[src/shared/uis_consts.svh]
`ifndef UIS_CONSTS_SVH
`define UIS_CONSTS_SVH

// ----------------------------------------
// Register offsets
// ----------------------------------------
`define UIS_A_DATA 3'h0
`define UIS_A_IER 3'h1
`define UIS_A_ISR 3'h2
`define UIS_A_LCR 3'h3
`define UIS_A_MCR 3'h4
`define UIS_A_LSR 3'h5
`define UIS_A_MSR 3'h6
`define UIS_A_SPR 3'h7
`define UIS_ENH_KEY 8'hBF
`define UIS_ZERO8 8'h00

// ----------------------------------------
// Field positions and masks
// ----------------------------------------
`define UIS_LCR_DIV 7
`define UIS_MCR_DTR 0
`define UIS_MCR_RTS 1
`define UIS_MCR_OP1 2
`define UIS_MCR_OP2 3
`define UIS_MCR_LOOP 4
`define UIS_MCR_IR 6
`define UIS_IER_SLEEP 4
`define UIS_FEATURE_CONTROL_IRINV 2
`define UIS_FEATURE_CONTROL_SPRSEL 6
`define UIS_EFR_ENH 4
`define UIS_ISR_NOINT 0
`define UIS_IER_ENH_MASK 8'hF0
`define UIS_MCR_ENH_MASK 8'hE0

// ----------------------------------------
// Infrared timing in 1/16 bit ticks
// ----------------------------------------
`define UIS_IR_PULSE 4'h3
`define UIS_IR_LAST 4'hF

// ----------------------------------------
// Identity codes, values arbitrary
// ----------------------------------------
`define UIS_REVISION 8'h01
`define UIS_DEVICE_ID 8'h5A

`endif

[src/shared/uis_pkg.sv]
package uis_pkg;

  typedef enum logic [1:0]
  {
    UIS_AWAKE = 2'b01,
    UIS_ASLEEP = 2'b10
  } uis_pwr_t;

endpackage

[src/core/uis_sync2.sv]
module uis_sync2 #(
  parameter int W = 1
) (
  input wire logic clk,
  input wire logic sys_rst,
  input wire logic [W-1:0] din,
  output logic [W-1:0] dout
);

  logic [W-1:0] meta_q;
  logic [W-1:0] sync_q;

  always_ff @(posedge clk)
  begin
    meta_q <= din;
    sync_q <= meta_q;
  end

  assign dout = sync_q;

endmodule

[src/core/uis_ir_codec.sv]
`include "uis_consts.svh"

module uis_ir_codec (
  input wire logic clk,
  input wire logic sys_rst,
  input wire logic tick16,
  input wire logic ir_en,
  input wire logic invert,
  input wire logic tx_bit,
  input wire logic rx_line,
  output logic ir_tx,
  output logic ir_rx
);

  logic [3:0] tx_cnt_q;
  logic tx_prev_q;
  logic ir_tx_q;
  logic [3:0] rx_cnt_q;
  logic ir_rx_q;
  logic pulse;

  // ----------------------------------------
  // Encoder: 3/16 pulse per zero bit
  // ----------------------------------------
  always_ff @(posedge clk)
  begin
    if (sys_rst || !ir_en)
    begin
      tx_cnt_q <= 4'h0;
      tx_prev_q <= 1'b1;
      ir_tx_q <= 1'b0;
    end
    else
    begin
      tx_prev_q <= tx_bit;
      if (tx_bit != tx_prev_q)
        tx_cnt_q <= 4'h0;
      else if (tick16)
        tx_cnt_q <= tx_cnt_q + 4'h1;
      ir_tx_q <= !tx_bit && (tx_bit != tx_prev_q || tx_cnt_q < `UIS_IR_PULSE);
    end
  end

  // ----------------------------------------
  // Decoder: pulse held one bit as a one
  // ----------------------------------------
  assign pulse = rx_line ^ invert;

  always_ff @(posedge clk)
  begin
    if (sys_rst || !ir_en)
    begin
      rx_cnt_q <= 4'h0;
      ir_rx_q <= 1'b0;
    end
    else if (pulse)
    begin
      rx_cnt_q <= 4'h0;
      ir_rx_q <= 1'b1;
    end
    else if (tick16 && ir_rx_q)
    begin
      rx_cnt_q <= rx_cnt_q + 4'h1;
      if (rx_cnt_q == `UIS_IR_LAST)
        ir_rx_q <= 1'b0;
    end
  end

  assign ir_tx = ir_tx_q;
  assign ir_rx = ir_rx_q;

endmodule

[src/core/uis_channel.sv]
`include "uis_consts.svh"

module uis_channel (
  input wire logic clk,
  input wire logic sys_rst,
  input wire logic [2:0] addr_pin,
  input wire logic [7:0] data_in,
  input wire logic cs_n,
  input wire logic ior_n,
  input wire logic iow_n,
  input wire logic fifo_status_select_n,
  input wire logic rx_pin,
  input wire logic cts_n,
  input wire logic dsr_n,
  input wire logic cd_n,
  input wire logic ri_n,
  input wire logic tsr_out,
  input wire logic baud_tick16,
  input wire logic [7:0] rx_holding,
  input wire logic [7:0] interrupt_status,
  input wire logic [7:0] line_status,
  input wire logic [7:0] fifo_level,
  input wire logic [7:0] fifo_level_count_enh,
  input wire logic [7:0] fifo_status,
  input wire logic peer_sleep_ok,
  output logic [7:0] data_out,
  output logic data_oe,
  output logic tx_pin,
  output logic rts_n,
  output logic dtr_n,
  output logic op1_n,
  output logic op2_n,
  output logic rsr_in,
  output logic tx_load,
  output logic [7:0] tx_holding,
  output logic rx_read,
  output logic fifo_control_wr,
  output logic [7:0] fifo_control,
  output logic trigger_wr,
  output logic [7:0] fifo_trigger_level,
  output logic [7:0] line_control,
  output logic [7:0] interrupt_enable,
  output logic [7:0] modem_control,
  output logic [15:0] baud_divisor,
  output logic [7:0] feature_control,
  output logic [7:0] enhanced_function,
  output logic [7:0] enhanced_mode_select,
  output logic [7:0] flow_on_char1,
  output logic [7:0] flow_on_char2,
  output logic [7:0] flow_off_char1,
  output logic [7:0] flow_off_char2,
  output logic chan_sleep_ok,
  output logic osc_enable
);

  // ----------------------------------------
  // Pin synchronisers
  // ----------------------------------------
  logic [19:0] pins_s;
  logic [2:0] addr_s;
  logic [7:0] din_s;
  logic cs_n_s;
  logic ior_n_s;
  logic iow_n_s;
  logic fsel_n_s;
  logic rx_s;
  logic [3:0] modem_n_s;

  uis_sync2 #(.W(20)) u_sync (
    .clk(clk),
    .sys_rst(sys_rst),
    .din({addr_pin, data_in, cs_n, ior_n, iow_n, fifo_status_select_n, rx_pin, cd_n, ri_n, dsr_n, cts_n}),
    .dout(pins_s)
  );

  assign {addr_s, din_s, cs_n_s, ior_n_s, iow_n_s, fsel_n_s, rx_s, modem_n_s} = pins_s;

  // ----------------------------------------
  // Registers
  // ----------------------------------------
  logic [7:0] lcr_q;
  logic [7:0] ier_q;
  logic [7:0] mcr_q;
  logic [7:0] dll_q;
  logic [7:0] dlm_q;
  logic [7:0] spr_q;
  logic [7:0] feature_control_q;
  logic [7:0] efr_q;
  logic [7:0] enhanced_mode_select_q;
  logic [7:0] xon1_q;
  logic [7:0] xon2_q;
  logic [7:0] xoff1_q;
  logic [7:0] xoff2_q;
  logic [7:0] thr_q;
  logic [7:0] fcr_q;
  logic [7:0] trg_q;
  logic [3:0] delta_q;
  logic [3:0] modem_prev_q;
  logic ior_prev_q;
  logic iow_prev_q;
  logic rx_prev_q;
  logic [7:0] dout_q;
  logic oe_q;
  logic tx_load_q;
  logic rx_read_q;
  logic fcr_wr_q;
  logic trg_wr_q;
  logic tx_pin_q;
  logic rts_n_q;
  logic dtr_n_q;
  logic op1_n_q;
  logic op2_n_q;
  logic rsr_in_q;
  logic sleep_ok_q;
  logic wake_hold_q;
  uis_pkg::uis_pwr_t pwr_q;

  // ----------------------------------------
  // Decode
  // ----------------------------------------
  logic rd_start;
  logic wr_start;
  logic enh_map;
  logic div_map;
  logic div_zero;
  logic enh_ok;
  logic loop_en;
  logic ir_en;
  logic [3:0] modem_in;
  logic [7:0] msr_val;
  logic [7:0] rd_data;
  logic ir_tx;
  logic ir_rx;
  logic wake;
  logic local_ok;

  assign rd_start = !cs_n_s && !ior_n_s && ior_prev_q;
  assign wr_start = !cs_n_s && !iow_n_s && iow_prev_q;
  assign enh_map = lcr_q == `UIS_ENH_KEY;
  assign div_map = lcr_q[`UIS_LCR_DIV] && !enh_map;
  assign div_zero = dll_q == `UIS_ZERO8 && dlm_q == `UIS_ZERO8;
  assign enh_ok = efr_q[`UIS_EFR_ENH];
  assign loop_en = mcr_q[`UIS_MCR_LOOP];
  assign ir_en = mcr_q[`UIS_MCR_IR];

  // Modem inputs as active-high status {cd, ri, dsr, cts}
  assign modem_in = loop_en ? {mcr_q[`UIS_MCR_OP2], mcr_q[`UIS_MCR_OP1], mcr_q[`UIS_MCR_DTR],
                               mcr_q[`UIS_MCR_RTS]} : ~modem_n_s;
  assign msr_val = {modem_in, delta_q};

  always_ff @(posedge clk)
  begin
    if (sys_rst)
    begin
      ior_prev_q <= 1'b1;
      iow_prev_q <= 1'b1;
      rx_prev_q <= 1'b1;
    end
    else
    begin
      ior_prev_q <= ior_n_s;
      iow_prev_q <= iow_n_s;
      rx_prev_q <= rx_s;
    end
  end

  // ----------------------------------------
  // Read mux
  // ----------------------------------------
  always_comb
  begin
    rd_data = `UIS_ZERO8;
    if (!fsel_n_s)
      rd_data = fifo_status;
    else if (enh_map)
    begin
      unique case (addr_s)
        `UIS_A_DATA: rd_data = fifo_level_count_enh;
        `UIS_A_IER: rd_data = feature_control_q;
        `UIS_A_ISR: rd_data = efr_q;
        `UIS_A_LCR: rd_data = lcr_q;
        `UIS_A_MCR: rd_data = xon1_q;
        `UIS_A_LSR: rd_data = xon2_q;
        `UIS_A_MSR: rd_data = xoff1_q;
        `UIS_A_SPR: rd_data = xoff2_q;
      endcase
    end
    else
    begin
      unique case (addr_s)
        `UIS_A_DATA: rd_data = !div_map ? rx_holding : div_zero ? `UIS_REVISION : dll_q;
        `UIS_A_IER: rd_data = !div_map ? ier_q : div_zero ? `UIS_DEVICE_ID : dlm_q;
        `UIS_A_ISR: rd_data = interrupt_status;
        `UIS_A_LCR: rd_data = lcr_q;
        `UIS_A_MCR: rd_data = mcr_q;
        `UIS_A_LSR: rd_data = line_status;
        `UIS_A_MSR: rd_data = msr_val;
        `UIS_A_SPR: rd_data = feature_control_q[`UIS_FEATURE_CONTROL_SPRSEL] ? fifo_level : spr_q;
      endcase
    end
  end

  always_ff @(posedge clk)
  begin
    if (sys_rst)
    begin
      dout_q <= `UIS_ZERO8;
      oe_q <= 1'b0;
      rx_read_q <= 1'b0;
    end
    else
    begin
      if (rd_start)
        dout_q <= rd_data;
      oe_q <= !cs_n_s && !ior_n_s;
      rx_read_q <= rd_start && fsel_n_s && !enh_map && !div_map && addr_s == `UIS_A_DATA;
    end
  end

  // ----------------------------------------
  // Register writes
  // ----------------------------------------
  always_ff @(posedge clk)
  begin
    if (sys_rst)
    begin
      lcr_q <= `UIS_ZERO8;
      ier_q <= `UIS_ZERO8;
      mcr_q <= `UIS_ZERO8;
      dll_q <= `UIS_ZERO8;
      dlm_q <= `UIS_ZERO8;
      spr_q <= `UIS_ZERO8;
      feature_control_q <= `UIS_ZERO8;
      efr_q <= `UIS_ZERO8;
      enhanced_mode_select_q <= `UIS_ZERO8;
      xon1_q <= `UIS_ZERO8;
      xon2_q <= `UIS_ZERO8;
      xoff1_q <= `UIS_ZERO8;
      xoff2_q <= `UIS_ZERO8;
      thr_q <= `UIS_ZERO8;
      fcr_q <= `UIS_ZERO8;
      trg_q <= `UIS_ZERO8;
      tx_load_q <= 1'b0;
      fcr_wr_q <= 1'b0;
      trg_wr_q <= 1'b0;
    end
    else
    begin
      tx_load_q <= 1'b0;
      fcr_wr_q <= 1'b0;
      trg_wr_q <= 1'b0;
      if (wr_start && enh_map)
      begin
        unique case (addr_s)
          `UIS_A_DATA:
          begin
            trg_q <= din_s;
            trg_wr_q <= 1'b1;
          end
          `UIS_A_IER: feature_control_q <= din_s;
          `UIS_A_ISR: efr_q <= din_s;
          `UIS_A_LCR: lcr_q <= din_s;
          `UIS_A_MCR: xon1_q <= din_s;
          `UIS_A_LSR: xon2_q <= din_s;
          `UIS_A_MSR: xoff1_q <= din_s;
          `UIS_A_SPR: xoff2_q <= din_s;
        endcase
      end
      else if (wr_start)
      begin
        unique case (addr_s)
          `UIS_A_DATA:
          begin
            if (div_map)
              dll_q <= din_s;
            else
            begin
              thr_q <= din_s;
              tx_load_q <= 1'b1;
            end
          end
          `UIS_A_IER:
          begin
            if (div_map)
              dlm_q <= din_s;
            else if (enh_ok)
              ier_q <= din_s;
            else
              ier_q <= (ier_q & `UIS_IER_ENH_MASK) | (din_s & ~`UIS_IER_ENH_MASK);
          end
          `UIS_A_ISR:
          begin
            fcr_q <= din_s;
            fcr_wr_q <= 1'b1;
          end
          `UIS_A_LCR: lcr_q <= din_s;
          `UIS_A_MCR:
          begin
            if (enh_ok)
              mcr_q <= din_s;
            else
              mcr_q <= (mcr_q & `UIS_MCR_ENH_MASK) | (din_s & ~`UIS_MCR_ENH_MASK);
          end
          `UIS_A_SPR:
          begin
            if (feature_control_q[`UIS_FEATURE_CONTROL_SPRSEL])
              enhanced_mode_select_q <= din_s;
            else
              spr_q <= din_s;
          end
          default:
          begin
          end
        endcase
      end
    end
  end

  // ----------------------------------------
  // Modem change indications
  // ----------------------------------------
  always_ff @(posedge clk)
  begin
    if (sys_rst)
    begin
      delta_q <= 4'h0;
      modem_prev_q <= 4'h0;
    end
    else
    begin
      modem_prev_q <= modem_in;
      if (rd_start && fsel_n_s && !enh_map && addr_s == `UIS_A_MSR)
        delta_q <= modem_in ^ modem_prev_q;
      else
        delta_q <= delta_q | (modem_in ^ modem_prev_q);
    end
  end

  // ----------------------------------------
  // Serial path, infrared and loopback
  // ----------------------------------------
  uis_ir_codec u_ir (
    .clk(clk),
    .sys_rst(sys_rst),
    .tick16(baud_tick16),
    .ir_en(ir_en),
    .invert(feature_control_q[`UIS_FEATURE_CONTROL_IRINV]),
    .tx_bit(tsr_out),
    .rx_line(rx_s),
    .ir_tx(ir_tx),
    .ir_rx(ir_rx)
  );

  always_ff @(posedge clk)
  begin
    if (sys_rst)
    begin
      tx_pin_q <= 1'b1;
      rsr_in_q <= 1'b1;
      rts_n_q <= 1'b1;
      dtr_n_q <= 1'b1;
      op1_n_q <= 1'b1;
      op2_n_q <= 1'b1;
    end
    else
    begin
      if (loop_en)
      begin
        tx_pin_q <= 1'b1;
        rsr_in_q <= tsr_out;
        rts_n_q <= 1'b1;
        dtr_n_q <= 1'b1;
        op1_n_q <= 1'b1;
        op2_n_q <= 1'b1;
      end
      else
      begin
        tx_pin_q <= ir_en ? ir_tx : tsr_out;
        rsr_in_q <= ir_en ? ir_rx : rx_s;
        rts_n_q <= !mcr_q[`UIS_MCR_RTS];
        dtr_n_q <= !mcr_q[`UIS_MCR_DTR];
        op1_n_q <= !mcr_q[`UIS_MCR_OP1];
        op2_n_q <= !mcr_q[`UIS_MCR_OP2];
      end
    end
  end

  // ----------------------------------------
  // Sleep and wake-up
  // ----------------------------------------
  assign local_ok = interrupt_status[`UIS_ISR_NOINT] && ier_q[`UIS_IER_SLEEP] &&
                    delta_q == 4'h0 && rx_s;
  assign wake = (rx_prev_q && !rx_s) || tx_load_q ||
                (modem_in != modem_prev_q);

  always_ff @(posedge clk)
  begin
    if (sys_rst)
    begin
      pwr_q <= uis_pkg::UIS_AWAKE;
      sleep_ok_q <= 1'b0;
      wake_hold_q <= 1'b0;
    end
    else
    begin
      sleep_ok_q <= local_ok;
      wake_hold_q <= wake;
      unique case (pwr_q)
        uis_pkg::UIS_AWAKE:
          if (sleep_ok_q && local_ok && peer_sleep_ok && !wake && !wake_hold_q)
            pwr_q <= uis_pkg::UIS_ASLEEP;
        uis_pkg::UIS_ASLEEP:
          if (wake || !ier_q[`UIS_IER_SLEEP])
            pwr_q <= uis_pkg::UIS_AWAKE;
      endcase
    end
  end

  // ----------------------------------------
  // Outputs
  // ----------------------------------------
  assign data_out = dout_q;
  assign data_oe = oe_q;
  assign tx_pin = tx_pin_q;
  assign rts_n = rts_n_q;
  assign dtr_n = dtr_n_q;
  assign op1_n = op1_n_q;
  assign op2_n = op2_n_q;
  assign rsr_in = rsr_in_q;
  assign tx_load = tx_load_q;
  assign tx_holding = thr_q;
  assign rx_read = rx_read_q;
  assign fifo_control_wr = fcr_wr_q;
  assign fifo_control = fcr_q;
  assign trigger_wr = trg_wr_q;
  assign fifo_trigger_level = trg_q;
  assign line_control = lcr_q;
  assign interrupt_enable = ier_q;
  assign modem_control = mcr_q;
  assign baud_divisor = {dlm_q, dll_q};
  assign feature_control = feature_control_q;
  assign enhanced_function = efr_q;
  assign enhanced_mode_select = enhanced_mode_select_q;
  assign flow_on_char1 = xon1_q;
  assign flow_on_char2 = xon2_q;
  assign flow_off_char1 = xoff1_q;
  assign flow_off_char2 = xoff2_q;
  assign chan_sleep_ok = sleep_ok_q;
  assign osc_enable = pwr_q == uis_pkg::UIS_AWAKE;

endmodule

[config.mk]
export PLATFORM = sky130hd
export DESIGN_NAME = uis_channel
export DESIGN_NICKNAME = d
export VERILOG_FILES = /design/src/shared/uis_pkg.sv /design/src/core/uis_sync2.sv /design/src/core/uis_ir_codec.sv /design/src/core/uis_channel.sv
export VERILOG_INCLUDE_DIRS = /design/src /design/src/shared
export SDC_FILE = /design/constraint.sdc
export NUM_CORES = 1
export LEC_CHECK = 0
export CAP_MARGIN = 20
export CORE_ASPECT_RATIO = 0.75
export CORE_UTILIZATION = 60
export DETAILED_ROUTE_END_ITERATION = 6
export DONT_BUFFER_PORTS = 1
export PLACE_DENSITY = 0.81
export SLEW_MARGIN = 20
export SYNTH_ARGS = -nofsm -noshare
export SYNTH_HDL_FRONTEND = slang
export SYNTH_SLANG_ARGS = --single-unit
export TNS_END_PERCENT = 10
[constraint.sdc]
create_clock -name clk -period 2.7 [get_ports clk]
set_clock_uncertainty 0.05 [all_clocks]
set_input_delay 0.54 -clock clk [delete_from_list [all_inputs] [get_ports clk]]
set_output_delay 0.54 -clock clk [all_outputs]
set_load 0.005 [all_outputs]
==> metrics.cfg <==
[run_status]
outcome=completed

[drt]
drt_iter0_drc=734
drtPass1Iterations=5
vias=7132
wirelength_um=27300
ant_nets=0
drc=0
post_drt_wl_per_cell_um=24.5
vias_per_cell=6.41

[synthesis]
synth.distinct_cells=71
synth_area_mm2=0.00878
synth_nets=988
synth_ff_type=dfxtp_1
ys_seq_area_share_pct=48.6
async_reset_ff_share_pct=0
yosys-top-cells-area=dfxtp_1 49%, mux2i_1 15%, nor2_1 5.5%
synth_top_area_share_pct=48.6
synth_area_per_cell_um2=9.62
synthCells=913
yosysWarnings=0
synth_edf_count=0
synth_seq_cells=213
synth_area_leader_cell=dfxtp_1

[placed_design]
pre_cts_ws_ns=0.256
io_buffer_count=0
dp_hpwl_um=19500
gp_congestion=0.962

[clocking]
cts_made_buffers=20
root_buffer=clkbuf_16
clk_latency_ns=0.50
cts_tree=done
clk_pin_slew_ns=0.07
ctsHtreeMaxLevel=1
post-cts-setup-buffers=0
cts-resized-gates=0
numClockSinks=213
ctsHoldBuffers=0
clk_path_buf_depth=3

[power]
total_power_mw=6.48
power.density_mw_per_mm2=670
peakVddDrop_mv=0.489
p_leak_nw=3.79

[worst_hold_path]
holdCritPathClass=primary input to flop

[timing]
final-max-slew-violation-count=0
min_period_ns=2.59
worst_pin_slew_ns=1.06
max_slew_margin_pct=29.6
rsz0062_at_grt=false
setup_viol=0
finalWorstSetupSlack_ns=0.110
fmax_mhz=386
period_share_pct=95.9
hold_viol=0
setup_tns_ns=0

[die]
die-area_mm2=0.0151
die_x_um=142
boundaryPins=214
fp.dieH_um=107
start_util_pct=62.8
coreArea_mm2=0.0140
rows=37

[job]
cap_violations=0

[critical_path]
crit_fanout=9
setup.worst_path.class=flop to flop
arrival_ns=2.99
cp.required_ns=3.10
startpoint_type=flop
cp-end-kind=flop

[global_route]
antenna_found_initial=2
gr-total-overflow=0
grt_first_pass_wirelength_um=40300
grt_usage_pct=35.5
grt_max_degree=152
grt_pass1_vias=6605

[final_layout]
layout-drive-gt1-share_pct=10.3
syn_to_final_growth_pct=10.1
layout.nets=977

## cells in the mapped netlist, types with 5 or more instances
master     count
o21ai_0       26
mux2_2         7
mux2i_1      129
nor4_1         8
nand3_1       34
inv_1         12
dfxtp_1      213
a31oi_1        5
and3_1         5
nor2_1       129
nand2b_1       9
o2bb2ai_1      5
a211o_1        6
a32oi_1        5
buf_1          6
nor2b_1       17
nand2_1       67
buf_2         17
a21oi_1       41
or3_1          8
clkbuf_1      37
nor3_1        13
a22o_1         7
a221oi_1      15
o221ai_1       6
## routing by layer
metal	global-route usage (%)	wire [µm]
met1	47.0	10800
met2	52.7	11500
met3	15.0	4180
met4	10.1	750
met5	0	0
## power breakdown
part           switching, mW  total [mW]  internal [mW]
Combinational          0.149       0.260          0.111
Clock                   1.20        2.92           1.72
Sequential            0.0969        3.30           3.20
## worst max-delay path, cell delays in order, from the launching register on
cell and delay (ns):
dfxtp_1 0.55, nand4b_4 0.27, o21ai_4 0.43, mux2i_1 0.16, a2111oi_1 0.81, o32a_1 0.27
## layout by cell type, fill, tap and decap left out, types with 3 or more instances in the layout
master and instances:
a22oi_1 4, o2bb2ai_1 5, o21ai_0 26, nor2_1 129
or3_1 8, a31oi_1 5, inv_1 12, nor4_1 8
and3_1 5, clkbuf_16 21, dfxtp_1 212, nand2_1 67
mux2i_1 129, a22o_1 7, a32oi_1 5, or2_2 3
nor3_1 13, nand2b_1 9, o22ai_1 4, a211o_1 6
buf_4 31, xor2_1 4, nand3_1 34, xnor2_1 4
nand4_1 4, nor2b_1 17, a21oi_1 41, o221ai_1 6
diode_2 3, clkbuf_1 4, a211oi_1 3, a221oi_1 15
mux4_2 3, and4_1 4, mux2_2 7, clkbuf_8 4
## final timing paths
check / slack [ns] / end / start / cells past startpoint
max: 0.11 / data_out[7]$_SDFFE_PP0P_ / line_control[5]$_SDFFE_PP0P_ / 5
min: 0.004 / u_sync.meta_q[16]$_DFF_P_ / data_in[7] / 0
max reg2reg: 0.11 / data_out[7]$_SDFFE_PP0P_ / line_control[5]$_SDFFE_PP0P_ / 5
min reg2reg: 0.28 / u_sync.dout[7]$_DFF_P_ / u_sync.meta_q[7]$_DFF_P_ / 0
## layout make-up
| type | instances | area (µm²) |
|---|---|---|
| antenna | 3 | 7.51 |
| clock buffer | 29 | 596 |
| clock inverter | 5 | 80.1 |
| fill | 1111 | 4310 |
| inverter | 12 | 45.0 |
| multi-input combinational | 623 | 4180 |
| sequential | 213 | 4270 |
| tap | 195 | 244 |
| timing repair buffer | 32 | 253 |
## cell families after synthesis
group           share of synthesized area (%)
fa+ha+maj                               0.285
flops                                    48.6
buf+inv                                  3.88
mux                                      16.4
simple gates                             18.3
xor+xnor                                0.798
compound gates                           11.8
## stage by stage
stage / utilization (%) / hold slack, ns / instances / cell area (µm²)
after floorplan: - / 0.260 / 913 / 8780
after global placement: 64.3 / 0.261 / 1075 / 8980
after detailed placement: 64.3 / 0.262 / 1075 / 8980
after CTS: 69.1 / 0.00646 / 1109 / 9660
after global routing: 69.1 / 0.00176 / 1111 / 9670
final: 69.2 / 0.00405 / 1112 / 9670
Note: power is estimated with default switching activity, not from simulation.
